## config.mk

```make
export PLATFORM = sky130hd
export DESIGN_NAME = gpp_port
export DESIGN_NICKNAME = d
export VERILOG_FILES = /design/src/hdl/gpp_pkg.sv /design/src/hdl/gpp_port.sv
export SDC_FILE = /design/constraint.sdc
export NUM_CORES = 1
export LEC_CHECK = 0
export BUFFER_PORTS_ARGS = -buffer_cell sky130_fd_sc_hd__buf_2
export CAP_MARGIN = 15
export CORE_MARGIN = 2
export CORE_UTILIZATION = 40
export DETAILED_ROUTE_END_ITERATION = 10
export HOLD_SLACK_MARGIN = 0.1
export PLACE_DENSITY = 0.75
export SLEW_MARGIN = 20
export SYNTH_ARGS = -nofsm -noshare
export SYNTH_HDL_FRONTEND = slang
export SYNTH_SLANG_ARGS = --single-unit
```

## constraint.sdc

```tcl
create_clock -name clk -period 1.25 [get_ports clk]
set_clock_uncertainty 0.2 [all_clocks]
set_input_delay 0.125 -clock clk [delete_from_list [all_inputs] [get_ports clk]]
set_output_delay 0.125 -clock clk [all_outputs]
set_load 0.01 [all_outputs]
```

## src/hdl/gpp_pkg.sv

```systemverilog
package gpp_pkg;
  // ----------------------------------------
  // Build-time choices
  // ----------------------------------------
  typedef enum logic [1:0] {
    GPP_DIR_INPUT,
    GPP_DIR_OUTPUT,
    GPP_DIR_INOUT,
    GPP_DIR_BIDIR
  } gpp_dir_mode_e;

  typedef enum logic [1:0] {
    GPP_EDGE_RISE,
    GPP_EDGE_FALL,
    GPP_EDGE_ANY
  } gpp_edge_kind_e;

  typedef enum logic {
    GPP_IRQ_LEVEL,
    GPP_IRQ_EDGE
  } gpp_irq_mode_e;

  // ----------------------------------------
  // Widths and reset values
  // ----------------------------------------
  localparam int GPP_MAX_WIDTH = 32;
  localparam logic [31:0] GPP_DATA_RST = 32'h0000_0000;
  localparam logic [31:0] GPP_DIR_RST = 32'h0000_0000;
  localparam logic [31:0] GPP_MASK_RST = 32'h0000_0000;
  localparam logic [31:0] GPP_CAPT_RST = 32'h0000_0000;
endpackage : gpp_pkg

```

## src/hdl/gpp_port.sv

```systemverilog
`timescale 1ns/1ns
`default_nettype none
module gpp_port
  import gpp_pkg::*;
#(
  parameter int WIDTH = 8,
  parameter gpp_dir_mode_e DIR_MODE = GPP_DIR_BIDIR,
  parameter bit CAPT_EN = 1'b1,
  parameter gpp_edge_kind_e EDGE_KIND = GPP_EDGE_RISE,
  parameter bit CLR_EN = 1'b1,
  parameter bit IRQ_EN = 1'b1,
  parameter gpp_irq_mode_e IRQ_MODE = GPP_IRQ_EDGE
) (
  // Clock and reset
  input wire logic clk,
  input wire logic reset_n,
  // Host writes (one-cycle strobes with data)
  input wire logic data_wr,
  input wire logic [WIDTH-1:0] data_wdata,
  input wire logic dir_wr,
  input wire logic [WIDTH-1:0] dir_wdata,
  input wire logic mask_wr,
  input wire logic [WIDTH-1:0] mask_wdata,
  input wire logic capt_wr,
  input wire logic [WIDTH-1:0] capt_wdata,
  // Host read-back
  output logic [WIDTH-1:0] data_rdata,
  output logic [WIDTH-1:0] dir_rdata,
  output logic [WIDTH-1:0] mask_rdata,
  output logic [WIDTH-1:0] capt_rdata,
  output logic irq,
  // Port pins
  input wire logic [WIDTH-1:0] port_in,
  output logic [WIDTH-1:0] port_out,
  output logic [WIDTH-1:0] port_oe
);

  // ----------------------------------------
  // Build-time feature decode
  // ----------------------------------------
  localparam bit HAS_IN = (DIR_MODE != GPP_DIR_OUTPUT);
  localparam bit HAS_OUT = (DIR_MODE != GPP_DIR_INPUT);
  localparam bit IS_BIDIR = (DIR_MODE == GPP_DIR_BIDIR);
  localparam bit HAS_CAPT = CAPT_EN && HAS_IN;
  localparam bit HAS_IRQ = IRQ_EN && HAS_IN;
  localparam logic [WIDTH-1:0] ZERO = '0;

  // Edge kind is a constant; no write path reaches it
  function automatic logic [WIDTH-1:0] edge_hits(input logic [WIDTH-1:0] cur,
                                                 input logic [WIDTH-1:0] prev);
    case (EDGE_KIND)
      GPP_EDGE_RISE: edge_hits = cur & ~prev;
      GPP_EDGE_FALL: edge_hits = ~cur & prev;
      GPP_EDGE_ANY: edge_hits = cur ^ prev;
      default: edge_hits = ZERO;
    endcase
  endfunction : edge_hits

  // ----------------------------------------
  // State
  // ----------------------------------------
  logic [WIDTH-1:0] samp_reg, samp_next;
  logic [WIDTH-1:0] prev_reg, prev_next;
  logic [WIDTH-1:0] out_reg, out_next;
  logic [WIDTH-1:0] dir_reg, dir_next;
  logic [WIDTH-1:0] mask_reg, mask_next;
  logic [WIDTH-1:0] capt_reg, capt_next;
  logic irq_reg, irq_next;
  logic [WIDTH-1:0] hits;

  always_comb begin
    samp_next = HAS_IN ? port_in : ZERO;
    prev_next = samp_reg;
    hits = HAS_CAPT ? edge_hits(samp_reg, prev_reg) : ZERO;
    out_next = out_reg;
    if (data_wr && HAS_OUT) begin
      out_next = data_wdata;
    end
    dir_next = dir_reg;
    if (dir_wr && IS_BIDIR) begin
      dir_next = dir_wdata;
    end
    mask_next = mask_reg;
    if (mask_wr && HAS_IRQ) begin
      mask_next = mask_wdata;
    end
    capt_next = capt_reg;
    // Any write clears all when per-bit clearing is off
    if (capt_wr) begin
      capt_next = CLR_EN ? (capt_reg & ~capt_wdata) : ZERO;
    end
    // Set after clear so a fresh edge is never lost
    capt_next = capt_next | hits;
    irq_next = 1'b0;
    if (HAS_IRQ) begin
      if (IRQ_MODE == GPP_IRQ_LEVEL) begin
        irq_next = |(samp_next & mask_next);
      end else begin
        irq_next = |(capt_next & mask_next);
      end
    end
  end

  always_ff @(posedge clk) begin
    if (!reset_n) begin
      // Preload both samples from the pins so a pin idling high gives no false edge
      samp_reg <= samp_next;
      prev_reg <= samp_next;
      out_reg <= GPP_DATA_RST[WIDTH-1:0];
      dir_reg <= GPP_DIR_RST[WIDTH-1:0];
      mask_reg <= GPP_MASK_RST[WIDTH-1:0];
      capt_reg <= GPP_CAPT_RST[WIDTH-1:0];
      irq_reg <= 1'b0;
    end else begin
      samp_reg <= samp_next;
      prev_reg <= prev_next;
      out_reg <= out_next;
      dir_reg <= dir_next;
      mask_reg <= mask_next;
      capt_reg <= capt_next;
      irq_reg <= irq_next;
    end
  end

  // ----------------------------------------
  // Outputs
  // ----------------------------------------
  assign data_rdata = samp_reg;
  assign dir_rdata = dir_reg;
  assign mask_rdata = mask_reg;
  assign capt_rdata = capt_reg;
  assign irq = irq_reg;
  assign port_out = out_reg;
  // Outputs-only and separate modes always drive; bidir floats on zero
  assign port_oe = IS_BIDIR ? dir_reg : (HAS_OUT ? ~ZERO : ZERO);
endmodule : gpp_port
`default_nettype wire

```

==> results of run 1 <==
-- layout by cell type, fill, tap and decap left out --
| cell | netlist | layout |
|---|---|---|
| a21oi_2 | 1 | 6 |
| dlygate4sd3_1 | 0 | 26 |
| mux2_2 | 8 | 8 |
| o22ai_2 | 0 | 1 |
| dfxtp_2 | 0 | 3 |
| mux2i_1 | 24 | 24 |
| o41a_1 | 1 | 1 |
| clkbuf_4 | 0 | 1 |
| dfxtp_1 | 49 | 46 |
| a21oi_1 | 7 | 2 |
| buf_4 | 9 | 12 |
| buf_2 | 3 | 93 |
| nand2_1 | 8 | 8 |
| nor2b_1 | 34 | 34 |
| clkinv_2 | 0 | 1 |
| and2b_2 | 1 | 1 |
| o22ai_1 | 4 | 3 |
| clkbuf_8 | 0 | 5 |
| and2b_1 | 5 | 5 |
-- synthesized netlist by cell type --
library cell / count
a21oi_1: 7
dfxtp_1: 49
buf_6: 1
mux2i_1: 24
o41a_1: 1
and2b_1: 5
and2b_2: 1
nand2_1: 8
mux2_2: 8
buf_4: 9
nor2b_1: 34
a21oi_2: 1
o22ai_1: 4
buf_2: 3
clkbuf_1: 3
-- where the power goes --
group / switching [mW] / internal [mW]
combinational: 0.230 / 0.309
sequential: 0.0461 / 1.66
clock: 0.463 / 0.369
-- stage by stage --
step                setup slack, ns  TNS [ns]  hold WS [ns]  instances  cell area, µm²
finish                      -0.1486   -0.1486      -0.07206        332            2671
global route                -0.2078   -0.2078      -0.05057        332            2671
CTS                         -0.1593   -0.3552      -0.07244        333            2654
detailed placement          -0.2298   -0.2298       0.04181        300            2310
global placement            -0.1740   -0.1740       0.03761        300            2310
floorplan                   -0.1197   -0.1197      -0.04728        158            1789
-- layer usage --
metal	vias up	part of all wire, %	wire length (µm)	track usage (%)
met4	0	0.73	29	5.660
li1	759	-	-	-
met2	59	51	2029	29.28
met1	636	40	1580	16.82
met5	-	0	0	0
met3	4	8.7	347	6.268
-- cell type report --
cell class | instances | share of cell area, %
Multi-Input combinational cell | 93 | 27.12
Clock inverter | 1 | 0.1874
Sequential cell | 49 | 36.86
Tap cell | 52 | 2.436
Timing Repair Buffer | 132 | 30.82
Clock buffer | 5 | 2.576
-- logic make-up (layout without fill, tap and decap cells) --
logic type      Yosys count  in the layout  share of synthesized area (%)
mux                      32             32                          18.50
flops                    49             49                          54.94
simple gates             48             48                          16.19
buf+inv                  16            138                          5.886
compound gates           13             13                          4.485
-- how the worst max path moves through the flow --
stage,to,startpoint,depth (start not counted)
detailed placement,irq,mask_wr,4
global route,irq,data_rdata[5],4
global placement,irq,mask_wr,4
finish,irq,data_rdata[5],4
floorplan,irq,data_rdata[2],4
CTS,irq,data_rdata[2],4
-- worst max-delay path, stage by stage, from the launching register on --
cell and delay, ns:
dfxtp_2 0.32, nor2b_1 0.12, a21oi_1 0.15, o22ai_1 0.11, o41a_1 0.40
-- repair_timing --
action,in CTS,in global routing
buffers inserted,0,0
pin swaps,0,2
hold endpoints to repair,49,16
resized for setup,0,7
endpoints found under the setup margin,1,8
==> flow_summary.toml, run 1 <==
[min_path]
min_path_type = "in -> reg"
hold_path_depth = 3
min_from = "mask_wdata[3]"
min_to = "mask_rdata[3]"

[cts]
cts_root_buffer = "clkbuf_8"
cts-buffers-inserted = 5
clock_sinks = 49
clkTransAtPathRegs_ns = 0.08
clockBufferDepth = 2
cts_hold_buf = 27
clk_latency_ns = 0.29
tritoncts = "done"
h-tree-depth = 2

[setup_path]
arrival_ns = 1.38
critPathKind = "reg -> reg"
reg2reg_to = "irq"
required_ns = 1.23
rr_worst_depth = 4
crit_fanout = 2
cp-start-kind = "register"
crit_path_end_kind = "register"
reg2reg_from = "data_rdata[5]"
ff2ff_setup_slack_ns = -0.15

[yosys]
synth.top_cell.area_share_pct = 54.94
synthCells = 158
syn_area_per_cell_um2 = 11.30
synth_nets = 204
synth_area_leaders = "dfxtp_1 (55%), mux2i_1 (13%), nor2b_1 (12%)"
ys_seq_area_share_pct = 54.94
synth_cell_type_count = 15
yosys.area.top_type = "dfxtp_1"
ys_seq_elements = 49
synth_warnings = 0
synth_area_mm2 = 0.001785

[global_routing]
antenna_found_initial = 0
track_usage_pct = 16.10
overflow = 0
grt_start_max_net_pins = 16
grt_pass1_wl_um = 6265
grt_pass1_vias = 1451

[drt]
drt_wl_total_um = 3987
dr.pass1.iters = 3
vias = 1458
antenna_left = 0
drcViolationCount = 0
avgViaCountPerCell = 4.392
drt_iter0_drc = 50
wl_per_cell_um = 12.01

[outcome]
violations = "negative hold slack, negative setup slack"
status = "finished, violations left"

[run]
max_cap_violations = 0

[cells_and_area]
fillCellCount = 370
nets = 327
multiInputGateArea_um2 = 724.4
diodes = 0
layout-area-overhead-vs-synth_pct = 49.61
regArea_um2 = 984.7
post-route-util_pct = 61.78
drive_gt1_share_pct = 46.79

[sta]
fmax_mhz = 715.0
hold_viol_final = 9
slew_headroom_pct = 79.82
period_share_pct = 111.9
timing.hold.ws_ns = -0.07206
rsz0062_at_grt = "yes"
tightest_slew_ns = 0.3027
setup_slack_ns = -0.1486
slew_violations = 0
setup-violations-final = 1
fin_crit_ns = 1.399

[placement]
io_buffers = 94
gp_congestion = 0.7391
dp_hpwl_um = 2746

[floorplan]
core_area_mm2 = 0.004324
initial_utilization_pct = 41.29
die_h_um = 70.81
rows = 24
die_area_mm2 = 0.005014
dieWidth_um = 70.81
ioPinCount = 95

[pwr]
pwr_density_cell_mw_per_mm2 = 1153
peakVddDrop_v = 0.0007337
leakage_nw = 1.340
p_total_mw = 3.081
Power figures use the tool's default switching activity.
==> inputs of run 2 (changes only) <==
--- a/config.mk
+++ b/config.mk
@@ -5,13 +5,14 @@
 export SDC_FILE = /design/constraint.sdc
 export NUM_CORES = 1
 export LEC_CHECK = 0
-export BUFFER_PORTS_ARGS = -buffer_cell sky130_fd_sc_hd__buf_2
 export CAP_MARGIN = 15
 export CORE_MARGIN = 2
-export CORE_UTILIZATION = 40
+export CORE_UTILIZATION = 50
+export CTS_CLUSTER_DIAMETER = 60
 export DETAILED_ROUTE_END_ITERATION = 10
+export DONT_BUFFER_PORTS = 1
 export HOLD_SLACK_MARGIN = 0.1
-export PLACE_DENSITY = 0.75
+export PLACE_DENSITY = 0.68
 export SLEW_MARGIN = 20
 export SYNTH_ARGS = -nofsm -noshare
 export SYNTH_HDL_FRONTEND = slang
==> constraint.sdc (replaced) <==
create_clock -name clk -period 1.25 [get_ports clk]
set_clock_uncertainty 0.2 [all_clocks]
set_input_delay 0.1875 -clock clk [delete_from_list [all_inputs] [get_ports clk]]
set_output_delay 0.1875 -clock clk [all_outputs]
set_load 0.01 [all_outputs]
==> flow_summary.toml, run 2 (same netlist as run 1, synthesis figures left out) <==
[outcome]
status = "finished, violations left"
violations = "negative hold slack, negative setup slack"

[sta]
timing.hold.ws_ns = -0.1563
slew_headroom_pct = 69.05
fmax_mhz = 679.5
setup_slack_ns = -0.2216
rsz0062_at_grt = "yes"
period_share_pct = 117.7
tightest_slew_ns = 0.4642
fin_crit_ns = 1.472
setup-violations-final = 9
hold_viol_final = 15
slew_violations = 0

[floorplan]
initial_utilization_pct = 52.68
rows = 21
dieWidth_um = 63.76
die_area_mm2 = 0.004065
core_area_mm2 = 0.003390
ioPinCount = 95
die_h_um = 63.76

[min_path]
min_path_type = "in -> reg"

[pwr]
switching_share_pct = 23.14
pwr_density_cell_mw_per_mm2 = 1242
leakage_nw = 1.140
p_int_mw = 2.464
peakVddDrop_v = 0.0007837
seqPwrFrac_pct = 55.2
power_frac_comb_pct = 15.3
p_switching_uw = 741.8
pwr-share-clk_pct = 29.5

[placement]
dp_hpwl_um = 2500
dp_slack_ns = -0.1806
place_area_mm2 = 0.001997
io_buffers = 0
gp_congestion = 0.7127

[setup_path]
arrival_ns = 1.52
cp-start-kind = "register"
crit_buf_inv = 0
crit_chain = "nor2b_1, a21oi_2, o22ai_2, o41a_1"
max_stage_delay_ns = 0.41
critPathKind = "reg -> reg"
crit_fanout = 2
critPathSlowestCell = "o41a_1"
required_ns = 1.30
cp_top_family = "compound AO/OA/AOI/OAI gates"
crit_path_end_kind = "register"

[global_routing]
grt_pass1_vias = 1380
track_usage_pct = 20.02
antenna_found_initial = 0
grt_pass1_wl_um = 6244
grt_start_max_net_pins = 42
overflow = 0

[drt]
drcViolationCount = 0
vias = 1285
drt_wl_total_um = 4195
antenna_left = 0
wl_per_cell_um = 16.13
dr.pass1.iters = 3
drt_iter0_drc = 47
avgViaCountPerCell = 4.942

[cts]
clockBufferDepth = 2
cts-buffers-inserted = 5
cts_hold_buf = 28
clock_sinks = 49
clkTransAtPathRegs_ns = 0.13
tritoncts = "done"
clk_latency_ns = 0.35
cts_root_buffer = "clkbuf_4"
h-tree-depth = 2

[cells_and_area]
nets = 259
final_common_cell = "nor2b_1"
diodes = 0
design_area_mm2 = 0.002581
layout_common_cells = "nor2b_1 (32), dfxtp_2 (28), buf_6 (25)"
fillCellCount = 220
drive_gt1_share_pct = 42.52
layout-area-overhead-vs-synth_pct = 44.57

[run]
max_cap_violations = 0
[run 2: area by class of cell]
cell class | count | area, µm² | area share [%]
Clock buffer | 7 | 55.05 | 2.133
Clock inverter | 1 | 30.03 | 1.163
Tap cell | 46 | 57.56 | 2.230
Multi-Input combinational cell | 93 | 743.2 | 28.79
Timing Repair Buffer | 64 | 679.4 | 26.32
Sequential cell | 49 | 1016 | 39.36
[run 2: routing by layer]
| metal | part of all wire (%) | vias to the layer above | GRT usage [%] |
|---|---|---|---|
| met2 | 56 | 57 | 38.82 |
| met4 | 1.5 | 0 | 6.522 |
| met1 | 36 | 590 | 19.10 |
| li1 | - | 630 | - |
| met3 | 6.8 | 8 | 7.570 |
| met5 | 0 | - | 0 |
[run 2: final timing paths]
kind	endpoint	start	cells past startpoint	slack, ns
setup / recovery	irq	data_rdata[3]	4	-0.22
hold / removal	mask_rdata[7]	mask_wdata[7]	2	-0.16
setup reg to reg	irq	data_rdata[3]	4	-0.22
hold reg to reg	capt_rdata[7]	capt_rdata[7]	2	0.36
[run 2: worst register-to-register path, stage by stage (launching register included)]
cell	delay, ns
dfxtp_2	0.36
nor2b_1	0.15
a21oi_2	0.17
o22ai_2	0.08
o41a_1	0.41
[run 2: power groups by stage]
stage | registers (mW) | clock network (mW) | logic [mW]
after floorplan | 1.79 | 0 | 0.225
after global placement | 1.78 | 0 | 0.304
after detailed placement | 1.78 | 0 | 0.314
after CTS | 1.75 | 0.969 | 0.446
after global routing | 1.78 | 1.02 | 0.529
final | 1.77 | 0.945 | 0.490
[run 2: what timing repair did]
action | in CTS | in global routing
setup buffers | 1 | 0
setup endpoints to repair | 11 | 52
hold endpoints to repair | 49 | 17
resized for setup | 28 | 36
pin swaps | 3 | 2
gates cloned | 0 | 1
[run 2: per-stage QoR]
step	hold WS, ns	utilization, %	std cells	power, mW	TNS [ns]
2_1_floorplan	0.01522	-	158	2.011	-0.1197
3_3_place_gp	0.01529	58.91	222	2.081	-0.1399
3_5_place_dp	0.01528	58.91	222	2.095	-0.1806
4_1_cts	-0.1674	72.50	259	3.169	-0.7810
5_1_grt	-0.1628	76.15	260	3.333	-1.014
6_report	-0.1563	76.15	260	3.205	-0.6566
==> inputs of run 3 (changes only) <==
--- a/config.mk
+++ b/config.mk
@@ -5,6 +5,7 @@
 export SDC_FILE = /design/constraint.sdc
 export NUM_CORES = 1
 export LEC_CHECK = 0
+export ABC_AREA = 1
 export CAP_MARGIN = 15
 export CORE_MARGIN = 2
 export CORE_UTILIZATION = 50
==> flow_summary.toml, run 3 <==
[cells_and_area]
layout-area-overhead-vs-synth_pct = 25.26
instances_no_fill = 322
multiInputGateArea_um2 = 615.6
layout_common_cells = "nand2_1 (78), nor2_1 (41), dfxtp_1 (32)"
diodes = 0
regArea_mm2 = 0.001002
final_common_cell = "nand2_1"
post-route-util_pct = 66.08
nets = 322
drive_gt1_share_pct = 14.13
fillCellCount = 287

[placement]
io_buffers = 0
gp_congestion = 0.7677
dp_cells = 287
dp_hpwl_um = 2597

[setup_path]
critPathSlowestCell = "dfxtp_2"
max_stage_delay_ns = 0.34
critPathKind = "reg -> out"
crit_chain = "buf_4"
arrival_ns = 0.83
cp-start-kind = "register"
path_depth = 1
required_ns = 0.86
ff2ff_setup_slack_ns = 0.07
crit_fanout = 2
rr_worst_depth = 6
cp_top_family = "flip-flops"
crit_buf_inv = 1
reg2reg_from = "mask_rdata[0]"
reg2reg_to = "irq"
crit_path_end_kind = "output port"

[yosys]
synth_edf_count = 0
synth_compound_area_share_pct = 9.447
synthTopCellsByCount = "nand2_1 (78), dfxtp_1 (49), nor2_1 (41)"
synth_area_mm2 = 0.001788
synth_top_family_by_area = "simple AND/OR/NAND/NOR gates"
ys.flop_type = "dfxtp_1"
synth-xor-area-share_pct = 0
synth_warnings = 0
async_flop_share_pct = 0
synthAdderAreaFrac_pct = 0
synth_area_leaders = "dfxtp_1 (55%), nand2_1 (16%), nor2_1 (8.6%)"
synth_cell_type_count = 12
synth_nets = 287
synth.area.mux_share_pct = 0
post-synth-top-count-cell = "nand2_1"
ys_seq_area_share_pct = 54.86
syn_area_per_cell_um2 = 7.419
synth.top_cell.area_share_pct = 54.86
synth-simple-area-share_pct = 24.98
synthCells = 241
ys_seq_elements = 49
yosys.area.top_type = "dfxtp_1"

[sta]
fmax_mhz = 824.6
timing.hold.ws_ns = -0.2678
period_share_pct = 97.01
slew_headroom_pct = 82.81
fin_crit_ns = 1.213
hold_viol_final = 31
setup-violations-final = 0
slew_violations = 0
tightest_slew_ns = 0.2551
tns_ns = 0

[global_routing]
grt_pass1_wl_um = 6437
overflow = 0
grt_start_max_net_pins = 26
track_usage_pct = 20.25
grt_pass1_vias = 1523
antenna_found_initial = 0

[drt]
drt_iter0_drc = 56
antenna_left = 0
avgViaCountPerCell = 4.733
wl_per_cell_um = 12.10
drcViolationCount = 0
dr.pass1.iters = 4
vias = 1524
drt_wl_total_um = 3897

[outcome]
status = "finished, violations left"
violations = "negative hold slack"

[cts]
cts-buffers-inserted = 5
clkTransAtPathRegs_ns = 0.13
clockBufferDepth = 2
clk_latency_ns = 0.35
cts_root_buffer = "clkbuf_4"
cts_setup_buffers = 0
tritoncts = "done"
h-tree-depth = 2
clock_sinks = 49

[floorplan]
die_h_um = 63.80
ioPinCount = 95
die_area_mm2 = 0.004070
dieWidth_um = 63.80
core_area_mm2 = 0.003390
rows = 21
initial_utilization_pct = 52.75

[min_path]
min_from = "reset_n"
min_path_type = "in -> reg"
min_to = "prev_reg[7]"
hold_path_depth = 2

[pwr]
switching_share_pct = 25.38
p_switching_uw = 719.8
peakVddDrop_v = 0.0009063
pwr-share-clk_pct = 25.3
leakage_nw = 1.065
p_total_mw = 2.836
p_int_mw = 2.116
pwr_density_cell_mw_per_mm2 = 1266
seqPwrFrac_pct = 62.9
power_frac_comb_pct = 11.8

[run]
max_cap_violations = 0
run 3: area by class of cell:
| type | instances | area share (%) |
|---|---|---|
| Multi-Input combinational cell | 152 | 27.49 |
| Clock buffer | 7 | 2.458 |
| Sequential cell | 49 | 44.75 |
| Timing Repair Buffer | 42 | 18.38 |
| Tap cell | 46 | 2.570 |
| Inverter | 26 | 4.358 |
run 3: stage by stage:
step	hold WS [ns]	cell area (µm²)	worst slack, ns
after global placement	0.01529	1857	0.08235
after CTS	-0.2788	2173	0.01057
after global routing	-0.2918	2240	-0.004512
final	-0.2678	2240	0.03735
after detailed placement	0.01529	1857	0.08897
after floorplan	0.01522	1788	0.1380
run 3: kinds of logic after synthesis:
logic type | count (synthesis)
AO/OA/AOI/OAI | 33
flip-flops | 49
buffers and inverters | 40
AND/OR/NAND/NOR | 119
run 3: timing repair:
action                     CTS  global route
hold buffers                26             2
setup endpoints to repair    1            25
gates resized for setup      1            26
hold endpoints to repair    49            32
run 3: metal layers:
layer | GRT usage (%) | vias up | wire length [µm] | share of wire, %
li1 | - | 789 | - | -
met4 | 8.967 | 0 | 67 | 1.7
met3 | 7.394 | 7 | 303 | 7.8
met1 | 22.01 | 673 | 1601 | 41
met2 | 35.03 | 55 | 1925 | 49
met5 | 0 | - | 0 | 0
run 3: power by group through the flow:
stage | sequential (mW) | clock [mW] | combinational, mW
after CTS | 1.77 | 0.742 | 0.321
final | 1.78 | 0.719 | 0.334
after detailed placement | 1.81 | 0 | 0.253
after floorplan | 1.80 | 0 | 0.220
after global placement | 1.81 | 0 | 0.248
after global routing | 1.80 | 0.803 | 0.389
run 3: worst max path at each step:
stage / end / start / slack [ns]
floorplan: irq / mask_rdata[0] / 0.14
global placement: irq / mask_rdata[0] / 0.08
detailed placement: irq / mask_rdata[0] / 0.09
CTS: data_rdata[2] / data_rdata[2] / 0.01
global route: irq / capt_wdata[2] / -0.005
finish: mask_rdata[3] / mask_rdata[3] / 0.04
